$ cat config.mk
export PLATFORM = sky130hd
export DESIGN_NAME = tpiw_top
export DESIGN_NICKNAME = d
export VERILOG_FILES = /design/src/design/tpiw_pin_cell.v /design/src/design/tpiw_wake_detect.v /design/src/design/tpiw_top.v
export VERILOG_INCLUDE_DIRS = /design/src /design/src/design
export SDC_FILE = /design/constraint.sdc
export NUM_CORES = 1
export LEC_CHECK = 0
export ABC_CLOCK_PERIOD_IN_PS = 2100
export BUFFER_PORTS_ARGS = -buffer_cell sky130_fd_sc_hd__buf_2
export CORE_ASPECT_RATIO = 1.1
export CORE_MARGIN = 2
export CORE_UTILIZATION = 55
export DETAILED_ROUTE_END_ITERATION = 10
export PLACE_DENSITY_LB_ADDON = 0.1
export RECOVER_POWER = 100
export SETUP_SLACK_MARGIN = 0.02
export SLEW_MARGIN = 30
export SYNTH_ARGS = -nofsm -noshare
export SYNTH_HDL_FRONTEND = slang
export SYNTH_SLANG_ARGS = --single-unit
$ cat constraint.sdc
create_clock -name clk -period 2.1 [get_ports clk]
set_clock_uncertainty 0.1 [all_clocks]
set_input_delay 0.105 -clock clk [delete_from_list [all_inputs] [get_ports clk]]
set_output_delay 0.105 -clock clk [all_outputs]
set_load 0.05 [all_outputs]
$ cat src/design/tpiw_defines.vh
// register offsets, field layouts and reset values of the two-port i/o block
`ifndef TPIW_DEFINES_VH
`define TPIW_DEFINES_VH

`define TPIW_ADDR_W 8
`define TPIW_DATA_W 8

`define TPIW_OFS_PORT_A_DATA 8'h00
`define TPIW_OFS_PORT_A_DIR 8'h01
`define TPIW_OFS_PORT_A_PULL 8'h02
`define TPIW_OFS_PORT_A_WAKE 8'h03
`define TPIW_OFS_PORT_B_DATA 8'h04
`define TPIW_OFS_PORT_B_DIR 8'h05
`define TPIW_OFS_PORT_B_PULL 8'h06
`define TPIW_OFS_PORT_A_FSEL 8'h07
`define TPIW_OFS_PORT_B_FSEL 8'h08
`define TPIW_OFS_SRC_SEL 8'h09

`define TPIW_RST_PORT_A_DATA 8'hF7
`define TPIW_RST_PORT_A_DIR 8'hF7
`define TPIW_RST_PORT_A_PULL 8'h00
`define TPIW_RST_PORT_A_WAKE 3'h0
`define TPIW_RST_PORT_B_DATA 2'h3
`define TPIW_RST_PORT_B_DIR 2'h3
`define TPIW_RST_PORT_B_PULL 2'h0
`define TPIW_RST_PORT_A_FSEL 6'h00
`define TPIW_RST_PORT_B_FSEL 4'h0
`define TPIW_RST_SRC_SEL 4'h0

`define TPIW_PORT_A_MASK 8'hF7
`define TPIW_UNIMPL_BIT 3
`define TPIW_FSEL_ALT 2'h3
`define TPIW_SRC_FIXED_PIN 1'b0
`define TPIW_SRC_IDLE_LEVEL 1'b1

`endif

$ cat src/design/tpiw_pin_cell.v
// one general purpose pin: direction, output mux, pull-high gating and read path
`timescale 1ns/10ps
module tpiw_pin_cell (
  input wire latch_bit,
  input wire dir_bit,
  input wire pull_bit,
  input wire alt_sel,
  input wire alt_out,
  input wire alt_oe,
  input wire pin_in,
  output wire pin_out,
  output wire pin_oe,
  output wire pin_pull,
  output wire read_bit,
  output wire gpio_input
);
  // 0 drives cmos output, 1 makes an input; a selected peripheral takes over
  assign pin_oe = alt_sel ? alt_oe : ~dir_bit;
  assign pin_out = alt_sel ? alt_out : latch_bit;
  // pull-high only while nobody drives the pin (input or released open drain)
  assign pin_pull = pull_bit & ~pin_oe;
  // inputs read the live pin, outputs read back the latch
  assign read_bit = dir_bit ? pin_in : latch_bit;
  assign gpio_input = ~alt_sel & dir_bit;
endmodule // tpiw_pin_cell

$ cat src/design/tpiw_wake_detect.v
// falling-edge wake-up detector for the first port
`timescale 1ns/10ps
module tpiw_wake_detect #(
  parameter WIDTH = 3
) (
  input wire clk,
  input wire nrst,
  input wire [WIDTH-1:0] pin_in,
  input wire [WIDTH-1:0] wake_en,
  input wire [WIDTH-1:0] gpio_input,
  input wire low_power,
  output wire wake_req
);
  reg [WIDTH-1:0] prev_q;
  reg wake_q;
  wire [WIDTH-1:0] fall;

  // enable counts only for general inputs while idle or sleeping
  assign fall = prev_q & ~pin_in & wake_en & gpio_input;

  always @(posedge clk or negedge nrst) begin
    if (!nrst) begin
      prev_q <= {WIDTH{1'b1}};
      wake_q <= 1'b0;
    end else begin
      prev_q <= pin_in;
      wake_q <= low_power & (|fall);
    end
  end

  assign wake_req = wake_q;
endmodule // tpiw_wake_detect

$ cat src/design/tpiw_top.v
// two-port general purpose i/o with pull-high, function select and wake-up
// Operation
// port reads sample pin levels directly at the read edge, no input latch.
// each output bit sits in a data latch until software rewrites it.
// direction bit 0 makes a cmos output, 1 makes a readable input.
// reading an output pin returns its data latch, not the pin level.
// pull-high bit 0 disables, 1 enables the weak pull-high.
// pull-high acts only for digital inputs or released open-drain outputs.
// falling edge on a wake-enabled first-port pin wakes the device.
// wake enable works only for general inputs while idle or sleeping.
// wake register low three bits enable wake-up per first-port pin.
// wake register upper four bits are reserved and cannot be changed.
// wake register bit 3 is unimplemented and reads zero.
// software clears reserved upper first-port direction bits after power-on.
// software leaves reserved upper first-port pull-high bits unchanged.
// select pin function first, then configure, then enable the peripheral.
// digital input functions also need the pin's direction bit set to input.
// release a function by disabling the peripheral before changing selection.
// two memory-mapped ports: first has pins 0-2, second has pins 0-1.
// reset sets all data latches and direction bits high.
// first-port select code 11 routes pin to serial function, else general.
// second-port select code 11 routes pin to pwm output, else general.
// input source bit 0 takes serial input from its fixed first-port pin.
// wake request is the or of all enabled falling-edge detections.
`timescale 1ns/10ps
`include "tpiw_defines.vh"
module tpiw_top #(
  parameter FP_PINS = 3,
  parameter SP_PINS = 2
) (
  input wire clk,
  input wire nrst,
  input wire [`TPIW_ADDR_W-1:0] mem_addr,
  input wire mem_wr,
  input wire mem_rd,
  input wire [`TPIW_DATA_W-1:0] mem_wdata,
  output wire [`TPIW_DATA_W-1:0] mem_rdata,
  input wire [FP_PINS-1:0] fp_pin_in,
  output wire [FP_PINS-1:0] fp_pin_out,
  output wire [FP_PINS-1:0] fp_pin_oe,
  output wire [FP_PINS-1:0] fp_pin_pull,
  input wire [SP_PINS-1:0] sp_pin_in,
  output wire [SP_PINS-1:0] sp_pin_out,
  output wire [SP_PINS-1:0] sp_pin_oe,
  output wire [SP_PINS-1:0] sp_pin_pull,
  input wire [FP_PINS-1:0] serial_pin_out,
  input wire [FP_PINS-1:0] serial_pin_oe,
  input wire [SP_PINS-1:0] pwm_out,
  output wire serial_clk_in,
  output wire serial_data_in,
  output wire serial_cs_in,
  output wire ext_int_in,
  output wire event_count_input,
  input wire low_power,
  output wire wake_req
);
  reg [7:0] port_a_data_q;
  reg [7:0] port_a_direction_q;
  reg [7:0] port_a_pullhigh_q;
  reg [2:0] port_a_wakeup_enable_q;
  reg [1:0] port_b_data_q;
  reg [1:0] port_b_direction_q;
  reg [1:0] port_b_pullhigh_q;
  reg [5:0] port_a_function_select_q;
  reg [3:0] port_b_function_select_q;
  reg [3:0] input_source_select_q;
  reg [`TPIW_DATA_W-1:0] mem_rdata_q;
  reg [`TPIW_DATA_W-1:0] mem_rdata_d;

  wire [FP_PINS-1:0] fp_read;
  wire [FP_PINS-1:0] fp_gpio_input;
  wire [FP_PINS-1:0] fp_alt_sel;
  wire [SP_PINS-1:0] sp_read;
  wire [SP_PINS-1:0] sp_alt_sel;
  wire [SP_PINS-1:0] sp_gpio_input;
  wire [7:0] fp_read_byte;
  wire [7:0] sp_read_byte;

  // register writes from the data memory bus
  always @(posedge clk or negedge nrst) begin
    if (!nrst) begin
      port_a_data_q <= `TPIW_RST_PORT_A_DATA;
      port_a_direction_q <= `TPIW_RST_PORT_A_DIR;
      port_a_pullhigh_q <= `TPIW_RST_PORT_A_PULL;
      port_a_wakeup_enable_q <= `TPIW_RST_PORT_A_WAKE;
      port_b_data_q <= `TPIW_RST_PORT_B_DATA;
      port_b_direction_q <= `TPIW_RST_PORT_B_DIR;
      port_b_pullhigh_q <= `TPIW_RST_PORT_B_PULL;
      port_a_function_select_q <= `TPIW_RST_PORT_A_FSEL;
      port_b_function_select_q <= `TPIW_RST_PORT_B_FSEL;
      input_source_select_q <= `TPIW_RST_SRC_SEL;
    end else if (mem_wr) begin
      if (mem_addr == `TPIW_OFS_PORT_A_DATA) begin
        // bit 3 has no latch and stays zero
        port_a_data_q <= mem_wdata & `TPIW_PORT_A_MASK;
      end else if (mem_addr == `TPIW_OFS_PORT_A_DIR) begin
        port_a_direction_q <= mem_wdata & `TPIW_PORT_A_MASK;
      end else if (mem_addr == `TPIW_OFS_PORT_A_PULL) begin
        port_a_pullhigh_q <= mem_wdata & `TPIW_PORT_A_MASK;
      end else if (mem_addr == `TPIW_OFS_PORT_A_WAKE) begin
        // only the three enables are writable
        port_a_wakeup_enable_q <= mem_wdata[2:0];
      end else if (mem_addr == `TPIW_OFS_PORT_B_DATA) begin
        port_b_data_q <= mem_wdata[1:0];
      end else if (mem_addr == `TPIW_OFS_PORT_B_DIR) begin
        port_b_direction_q <= mem_wdata[1:0];
      end else if (mem_addr == `TPIW_OFS_PORT_B_PULL) begin
        port_b_pullhigh_q <= mem_wdata[1:0];
      end else if (mem_addr == `TPIW_OFS_PORT_A_FSEL) begin
        port_a_function_select_q <= mem_wdata[5:0];
      end else if (mem_addr == `TPIW_OFS_PORT_B_FSEL) begin
        port_b_function_select_q <= mem_wdata[3:0];
      end else if (mem_addr == `TPIW_OFS_SRC_SEL) begin
        input_source_select_q <= mem_wdata[3:0];
      end
    end
  end

  // first port pins
  genvar i;
  generate
    for (i = 0; i < FP_PINS; i = i + 1) begin : g_fp
      // code 11 hands the pin to the serial interface
      assign fp_alt_sel[i] = (port_a_function_select_q[2*i+1:2*i] == `TPIW_FSEL_ALT);
      tpiw_pin_cell u_cell (
        .latch_bit(port_a_data_q[i]),
        .dir_bit(port_a_direction_q[i]),
        .pull_bit(port_a_pullhigh_q[i]),
        .alt_sel(fp_alt_sel[i]),
        .alt_out(serial_pin_out[i]),
        .alt_oe(serial_pin_oe[i]),
        .pin_in(fp_pin_in[i]),
        .pin_out(fp_pin_out[i]),
        .pin_oe(fp_pin_oe[i]),
        .pin_pull(fp_pin_pull[i]),
        .read_bit(fp_read[i]),
        .gpio_input(fp_gpio_input[i])
      );
    end
    // second port pins
    for (i = 0; i < SP_PINS; i = i + 1) begin : g_sp
      // code 11 hands the pin to the pwm output, always driven
      assign sp_alt_sel[i] = (port_b_function_select_q[2*i+1:2*i] == `TPIW_FSEL_ALT);
      tpiw_pin_cell u_cell (
        .latch_bit(port_b_data_q[i]),
        .dir_bit(port_b_direction_q[i]),
        .pull_bit(port_b_pullhigh_q[i]),
        .alt_sel(sp_alt_sel[i]),
        .alt_out(pwm_out[i]),
        .alt_oe(1'b1),
        .pin_in(sp_pin_in[i]),
        .pin_out(sp_pin_out[i]),
        .pin_oe(sp_pin_oe[i]),
        .pin_pull(sp_pin_pull[i]),
        .read_bit(sp_read[i]),
        .gpio_input(sp_gpio_input[i])
      );
    end
  endgenerate

  // unbonded upper bits read back their latches; bit 3 reads zero
  assign fp_read_byte = {port_a_data_q[7:4], 1'b0, fp_read};
  assign sp_read_byte = {6'h00, sp_read};

  // serial inputs come from the fixed first-port pins; value 1 is reserved
  assign serial_clk_in = (input_source_select_q[0] == `TPIW_SRC_FIXED_PIN) ?
    fp_pin_in[0] : `TPIW_SRC_IDLE_LEVEL;
  assign serial_data_in = (input_source_select_q[1] == `TPIW_SRC_FIXED_PIN) ?
    fp_pin_in[2] : `TPIW_SRC_IDLE_LEVEL;
  assign serial_cs_in = (input_source_select_q[2] == `TPIW_SRC_FIXED_PIN) ?
    fp_pin_in[1] : `TPIW_SRC_IDLE_LEVEL;

  // digital input functions share the general i/o selection
  assign ext_int_in = fp_pin_in[0];
  assign event_count_input = fp_pin_in[1];

  // read decode; unmapped addresses read zero
  always @* begin
    mem_rdata_d = 8'h00;
    if (mem_addr == `TPIW_OFS_PORT_A_DATA) begin
      mem_rdata_d = fp_read_byte;
    end else if (mem_addr == `TPIW_OFS_PORT_A_DIR) begin
      mem_rdata_d = port_a_direction_q;
    end else if (mem_addr == `TPIW_OFS_PORT_A_PULL) begin
      mem_rdata_d = port_a_pullhigh_q;
    end else if (mem_addr == `TPIW_OFS_PORT_A_WAKE) begin
      // reserved upper bits hold zero, bit 3 reads zero
      mem_rdata_d = {4'h0, 1'b0, port_a_wakeup_enable_q};
    end else if (mem_addr == `TPIW_OFS_PORT_B_DATA) begin
      mem_rdata_d = sp_read_byte;
    end else if (mem_addr == `TPIW_OFS_PORT_B_DIR) begin
      mem_rdata_d = {6'h00, port_b_direction_q};
    end else if (mem_addr == `TPIW_OFS_PORT_B_PULL) begin
      mem_rdata_d = {6'h00, port_b_pullhigh_q};
    end else if (mem_addr == `TPIW_OFS_PORT_A_FSEL) begin
      mem_rdata_d = {2'h0, port_a_function_select_q};
    end else if (mem_addr == `TPIW_OFS_PORT_B_FSEL) begin
      mem_rdata_d = {4'h0, port_b_function_select_q};
    end else if (mem_addr == `TPIW_OFS_SRC_SEL) begin
      mem_rdata_d = {4'h0, input_source_select_q};
    end
  end

  // pins are sampled at the read edge itself, nothing latches them earlier
  always @(posedge clk or negedge nrst) begin
    if (!nrst) begin
      mem_rdata_q <= 8'h00;
    end else if (mem_rd) begin
      mem_rdata_q <= mem_rdata_d;
    end
  end

  assign mem_rdata = mem_rdata_q;

  tpiw_wake_detect #(
    .WIDTH(FP_PINS)
  ) u_wake (
    .clk(clk),
    .nrst(nrst),
    .pin_in(fp_pin_in),
    .wake_en(port_a_wakeup_enable_q),
    .gpio_input(fp_gpio_input),
    .low_power(low_power),
    .wake_req(wake_req)
  );
endmodule // tpiw_top

# ---- Word-level counts from Yosys, hierarchy flattened
# Cells that the tools add are included.
dict set report word_totals {
  wordCells 102
  inputBits 34
  out_inout_bits 29
  regBits 56
}
dict set report classes {
  bitwise 35
  n_reduce_logical 12
  eq_ne 14
  n_mux 28
}
# op n
set ops {}
lappend ops {{$eq 8x3->1 const B} 4}
lappend ops {{$mux 6} 5}
lappend ops {{$mux 8} 3}
lappend ops {{$not 1->1} 22}
lappend ops {{$mux 1} 18}
lappend ops {{$eq 8x2->1 const B} 2}
lappend ops {{$eq 8x4->1 const B} 2}
lappend ops {{$reduce_and 11->1} 1}
lappend ops {{$eq 2x2->1 const B} 5}
lappend ops {{$reduce_and 10->1} 1}
lappend ops {{$and 1x1->1} 9}
lappend ops {{$and 3x3->3} 3}
lappend ops {{$reduce_and 9->1} 1}
lappend ops {{$eq 8x1->1 const B} 1}
lappend ops {{$logic_not 8->1} 1}
lappend ops {{$mux 4} 2}
lappend ops {{$reduce_and 8->1} 1}
lappend ops {{$reduce_and 7->1} 1}
lappend ops {{$reduce_and 6->1} 1}
lappend ops {{$reduce_and 5->1} 1}
lappend ops {{$reduce_and 4->1} 1}
lappend ops {{$not 3->3} 1}
lappend ops {{$reduce_and 3->1} 1}
lappend ops {{$reduce_or 3->1} 1}
lappend ops {{$reduce_and 2->1} 1}

# ---- Logic depth before layout (Yosys ltp)
dict set report depth {
  depth_word 11
  mapped_depth 6
  mapped_depth_nobuf 4
}

# ---- Hierarchy
# A second synthesis with hierarchy kept.
dict set report unflattened {
  hier_cells 267
  area_unflattened_um2 3100.5
}
# mod cells_per_inst instances area_per_inst_um2 seq_area_each_um2
set modules_own_cells {}
lappend modules_own_cells {tpiw_top 228 1 2672.6 1323.8}
lappend modules_own_cells {tpiw_pin_cell 6 5 57.6 0.0}
lappend modules_own_cells {tpiw_wake_detect 9 1 140.1 103.8}

# ---- Least setup slack after synthesis
# Ideal clock, no wire load.
dict set report synth_timing {
  kind {input to register}
  from {in mem_addr[7]}
  to {reg input_source_select_q[2]}
  setup_ns 0.125
  path_slack_ns 0.548
  n_path_buf 1
  required_time_ns 1.875
  t_arrival_ns 1.327
  cell_stages 5
  path_cell_list {nor4_4 > buf_2 > nand4_2 > nor3_4 > mux2_2}
}
dict set report synth_via {
  elab_chain_len 3
  elab_cells_between_ends 20
}
# element line
set synth_rtl {}
lappend synth_rtl {{from (decl)} tpiw_top.v:33} ;# input wire [`TPIW_ADDR_W-1:0] mem_addr,
lappend synth_rtl {{$eq 8x4->1 (no line), or another cell as far along} --}
lappend synth_rtl {{$not 1->1 (no line)} --}
lappend synth_rtl {{$reduce_and 11->1 (no line) *} --}
lappend synth_rtl {{to (signal assigned)} tpiw_top.v:91} ;# input_source_select_q <= `TPIW_RST_SRC_SEL;
lappend synth_rtl {{to (signal assigned)} tpiw_top.v:114} ;# input_source_select_q <= mem_wdata[3:0];
lappend synth_rtl {{to (decl)} tpiw_top.v:66} ;# reg [3:0] input_source_select_q;
# Every way passes the cells marked *; elsewhere a longest branch is shown, timed or not.
# A chain may end at the register's enable or synchronous reset.

# ---- Final worst setup path
dict set report layout_timing {
  from {in mem_addr[7]}
  to {reg port_a_pullhigh_q[0]}
}
dict set report layout_via {
  elab_chain_len 3
  elab_cells_between_ends 6
}
# element line
set layout_rtl {}
lappend layout_rtl {{$eq 8x1->1 (no line) or $logic_not 8->1 (tied branches)} --}
lappend layout_rtl {{$not 1->1 (no line)} --}
lappend layout_rtl {{$reduce_and 4->1 (no line) *} --}
lappend layout_rtl {{to (signal assigned)} tpiw_top.v:84} ;# port_a_pullhigh_q <= `TPIW_RST_PORT_A_PULL;
lappend layout_rtl {{to (signal assigned)} tpiw_top.v:99} ;# port_a_pullhigh_q <= mem_wdata & `TPIW_PORT_A_MASK;
lappend layout_rtl {{to (decl)} tpiw_top.v:59} ;# reg [7:0] port_a_pullhigh_q;
# Marked as above.

==> metrics.log <==
INFO  metric tritoncts_num_sinks = 56
INFO  metric synth-edff-count = 0
INFO  metric vias = 2327
INFO  metric clk_pin_slew = 90 ps
INFO  metric ctsRootBufferMaster = sky130_fd_sc_hd__clkbuf_8
INFO  metric timing.final.hold_violations = 0
INFO  metric final_nets = 367
INFO  metric worst_hold_slack = just under 40 ps
INFO  metric yosys.area_share.xor_xnor = 0
INFO  metric antenna_violating_nets_left = 0
INFO  metric total_clock_buffers_created_by_cts = 5
INFO  metric antennaDiodeCount = 0
INFO  metric dr_wl_cell = 18.2 µm
INFO  metric grt_pass1_wl = roughly 12000 µm
INFO  metric cp.arrival = approximately 2000 ps
INFO  metric outcome = complete, no violations
INFO  metric drt_iter0_markers = 152
INFO  metric route.detailed.drc = 0
INFO  metric via_per_inst = 5.69
INFO  metric post_syn_nets = 307
INFO  metric crit_required = 2200 ps
INFO  metric fin_cells = slightly above 400
INFO  metric synthesized_area_fraction_occupied_by_adder_cells = 0
INFO  metric die_h = 82.7 µm
INFO  metric routed_wl = between 7000 and 8000 µm
INFO  metric ys.warnings.count = 0
INFO  metric area.growth.synth_to_final = 14.0%
INFO  metric max-clock-path-buffers = 2
INFO  metric number_of_instances_in_the_synthesized_netlist = between 200 and 300
INFO  metric synth_seq_area_share = 0.461
INFO  metric vdd_drop_max = about 0.42 mV
INFO  metric dp_hpwl = 5510 µm
INFO  metric dp_slack = 189 ps
INFO  metric final.setup.worst_slack = 251 ps
INFO  metric die_area = 6250 µm²
INFO  metric rsz_0062_raised_after_global_routing = no
INFO  metric port-buffer-count = slightly above 60
INFO  metric layout.cells.most_common_list = sky130_fd_sc_hd__mux2_2, sky130_fd_sc_hd__clkbuf_1, sky130_fd_sc_hd__dfrtp_1
INFO  metric core.rowCount = 28
INFO  metric yosysTopAreaCell = sky130_fd_sc_hd__dfrtp_1
INFO  metric start_util = 0.574
INFO  metric grt_pass1_vias = 2241
INFO  metric synth-compound-area-share = 0.0969
INFO  metric tightestPinTransition = 1360 ps
INFO  metric share_of_cell_area_taken_by_muxes_after_synthesis = 0.207
INFO  metric place.detailed.instances = between 300 and 400
INFO  metric layout-drive-gt1-share = 0.371
INFO  metric setup_slack_of_the_worst_register_to_register_path = 440 ps
INFO  metric worstSetupEndpointType = flop
INFO  metric die_w = 75.6 µm
INFO  metric multiInputGateArea = approximately 1400 µm²
INFO  metric cap_violations = 0
INFO  metric insertion_delay = about 310 ps
INFO  metric crit_path_max_fanout = 7
INFO  metric grt.total_usage = 0.254
INFO  metric synth.top_cell.area_share = 0.283
INFO  metric antenna_found_initial = 0
INFO  metric synth_area = 3100 µm²
INFO  metric final.period_utilization = 0.880
INFO  metric synth_top_family_by_area = multiplexers
INFO  metric cellLeakagePower = 1.53 nW
INFO  metric startpoint_type = input pin
INFO  metric leftover_overflow_at_the_end_of_global_routing = 0
INFO  metric num-fill-cells = 491
INFO  metric ys_async_sr_fraction = 1.00
INFO  metric kind_of_critical_path = in -> reg
INFO  metric area.sequential = roughly 1400 µm²
INFO  metric cts.repair_timing.setup_buffer_count = 0
INFO  metric htree_levels = 2
INFO  metric syn_area_per_cell = 11.3 µm²
INFO  metric synth-main-ff-cell = sky130_fd_sc_hd__dfrtp_1
INFO  metric post_synth_and_or_nand_nor_area_fraction = 0.168
INFO  metric synth.ff_latch_count = 56
INFO  metric synth.top_cells.by_area = sky130_fd_sc_hd__dfrtp_1, sky130_fd_sc_hd__dfstp_2, sky130_fd_sc_hd__mux2_2
INFO  metric pwr_cell_area = between 600 and 700 nW/µm²
INFO  metric relSlewSlack = 0.0952
INFO  metric layout.cells.most_common = sky130_fd_sc_hd__mux2_2
INFO  metric final_max_slew_viol_count = 0
INFO  metric hold_class = in -> reg
INFO  metric fmax = 0.541 GHz
INFO  metric tns = 0 ps
INFO  metric detailedRoute.firstPassIterationCount = 4
INFO  metric synth.distinct_cells = 53
INFO  metric tritoncts_clock_tree = built
INFO  metric core-area = roughly 5400 µm²
INFO  metric place_congestion = 0.961
INFO  metric period_needed = 1850 ps
INFO  metric setup_viol_count_final = 0
INFO  metric top_level_ports = 63
INFO  metric grt_start_max_net_pins = 34
[through the flow]
step                       util  power (mW)  area, µm²
final                     0.654        2.20       3530
after global routing      0.654        2.28       3530
after CTS                 0.670        2.22       3610
after detailed placement  0.631        1.51       3400
after global placement    0.631        1.50       3400
after floorplan               -        1.40       3100
[timing repair]
| item | CTS | global route |
|---|---|---|
| gates resized for setup | 0 | 0 |
| hold endpoints to repair | 34 | 0 |
| hold buffers | 10 | 0 |
[cells by family after synthesis]
family / count (synthesis)
simple gates: 83
flops: 56
compound gates: 41
mux: 58
buf+inv: 35
[flip-flops by register name, summed over array words and instances (netlist names), 3 cells and up]
name,flops
u_wake.prev_q,3
mem_rdata,8
port_a_data_q,7
port_a_direction_q,7
port_b_function_select_q,4
port_a_pullhigh_q,7
port_a_function_select_q,6
input_source_select_q,4
port_a_wakeup_enable_q,3
[routing by layer]
layer  vias to the layer above  routed length [µm]  share of wire  GRT usage
met2                        66                3760           0.51      0.427
met5                         -                   0              0          0
met1                      1162                3340           0.45      0.346
li1                       1090                   -              -          -
met4                         0                  86          0.012     0.0579
met3                         9                 253          0.034     0.0413
[power by group]
group / internal, mW / total (mW) / switching (mW)
clock: 0.355 / 0.706 / 0.351
combinational: 0.121 / 0.318 / 0.197
sequential: 1.14 / 1.18 / 0.0367
[cell usage after synthesis (2+ instances only)]
cell type                   n
sky130_fd_sc_hd__a211oi_1   3
sky130_fd_sc_hd__a21oi_1   10
sky130_fd_sc_hd__a22o_1     4
sky130_fd_sc_hd__a41o_1     2
sky130_fd_sc_hd__and3_1     2
sky130_fd_sc_hd__buf_1      2
sky130_fd_sc_hd__buf_2      7
sky130_fd_sc_hd__buf_4     18
sky130_fd_sc_hd__clkbuf_1   2
sky130_fd_sc_hd__clkinv_1   2
sky130_fd_sc_hd__dfrtp_1   35
sky130_fd_sc_hd__dfstp_2   21
sky130_fd_sc_hd__inv_1      4
sky130_fd_sc_hd__mux2_1     2
sky130_fd_sc_hd__mux2_2    47
sky130_fd_sc_hd__mux2i_1    9
sky130_fd_sc_hd__nand2_1   13
sky130_fd_sc_hd__nand2b_1   7
sky130_fd_sc_hd__nand3_1    7
sky130_fd_sc_hd__nand3b_1   2
sky130_fd_sc_hd__nand4_1    3
sky130_fd_sc_hd__nor2_1    12
sky130_fd_sc_hd__nor2_2     2
sky130_fd_sc_hd__nor2b_1   10
sky130_fd_sc_hd__nor3_4     3
sky130_fd_sc_hd__nor3b_1    3
sky130_fd_sc_hd__o211ai_1   2
sky130_fd_sc_hd__o21ai_0    3
sky130_fd_sc_hd__o22ai_1    4
sky130_fd_sc_hd__or2_2      4
sky130_fd_sc_hd__or3_1      4
sky130_fd_sc_hd__or3b_2     3
[final timing paths]
| path | startpoint | to | depth (start not counted) |
|---|---|---|---|
| worst min register to register | port_a_pullhigh_q[5] | port_a_pullhigh_q[5] | 1 |
| worst max-delay path | mem_addr[7] | port_a_pullhigh_q[0] | 5 |
| min in group asynchronous | nrst | mem_rdata[7] | 2 |
| max in group asynchronous | nrst | port_a_data_q[4] | 3 |
| worst min-delay path | mem_addr[4] | mem_rdata[0] | 4 |
| worst max register to register | port_a_data_q[0] | mem_rdata[0] | 4 |
[critical path, cell delays in order]
cell	delay, ps
sky130_fd_sc_hd__clkbuf_1	100
sky130_fd_sc_hd__nor4_4	380
sky130_fd_sc_hd__nand2_1	240
sky130_fd_sc_hd__nor3_2	710
sky130_fd_sc_hd__mux2_2	410
[cell type report]
cell class              instances  area share
inverters                       6     0.00638
multi-input cells             182       0.406
well taps                      75      0.0266
repair buffers                 82       0.127
clock inverters                 2     0.00992
flip-flops and latches         56       0.404
clock buffers                   6      0.0206
Power figures use the tool's default switching activity.
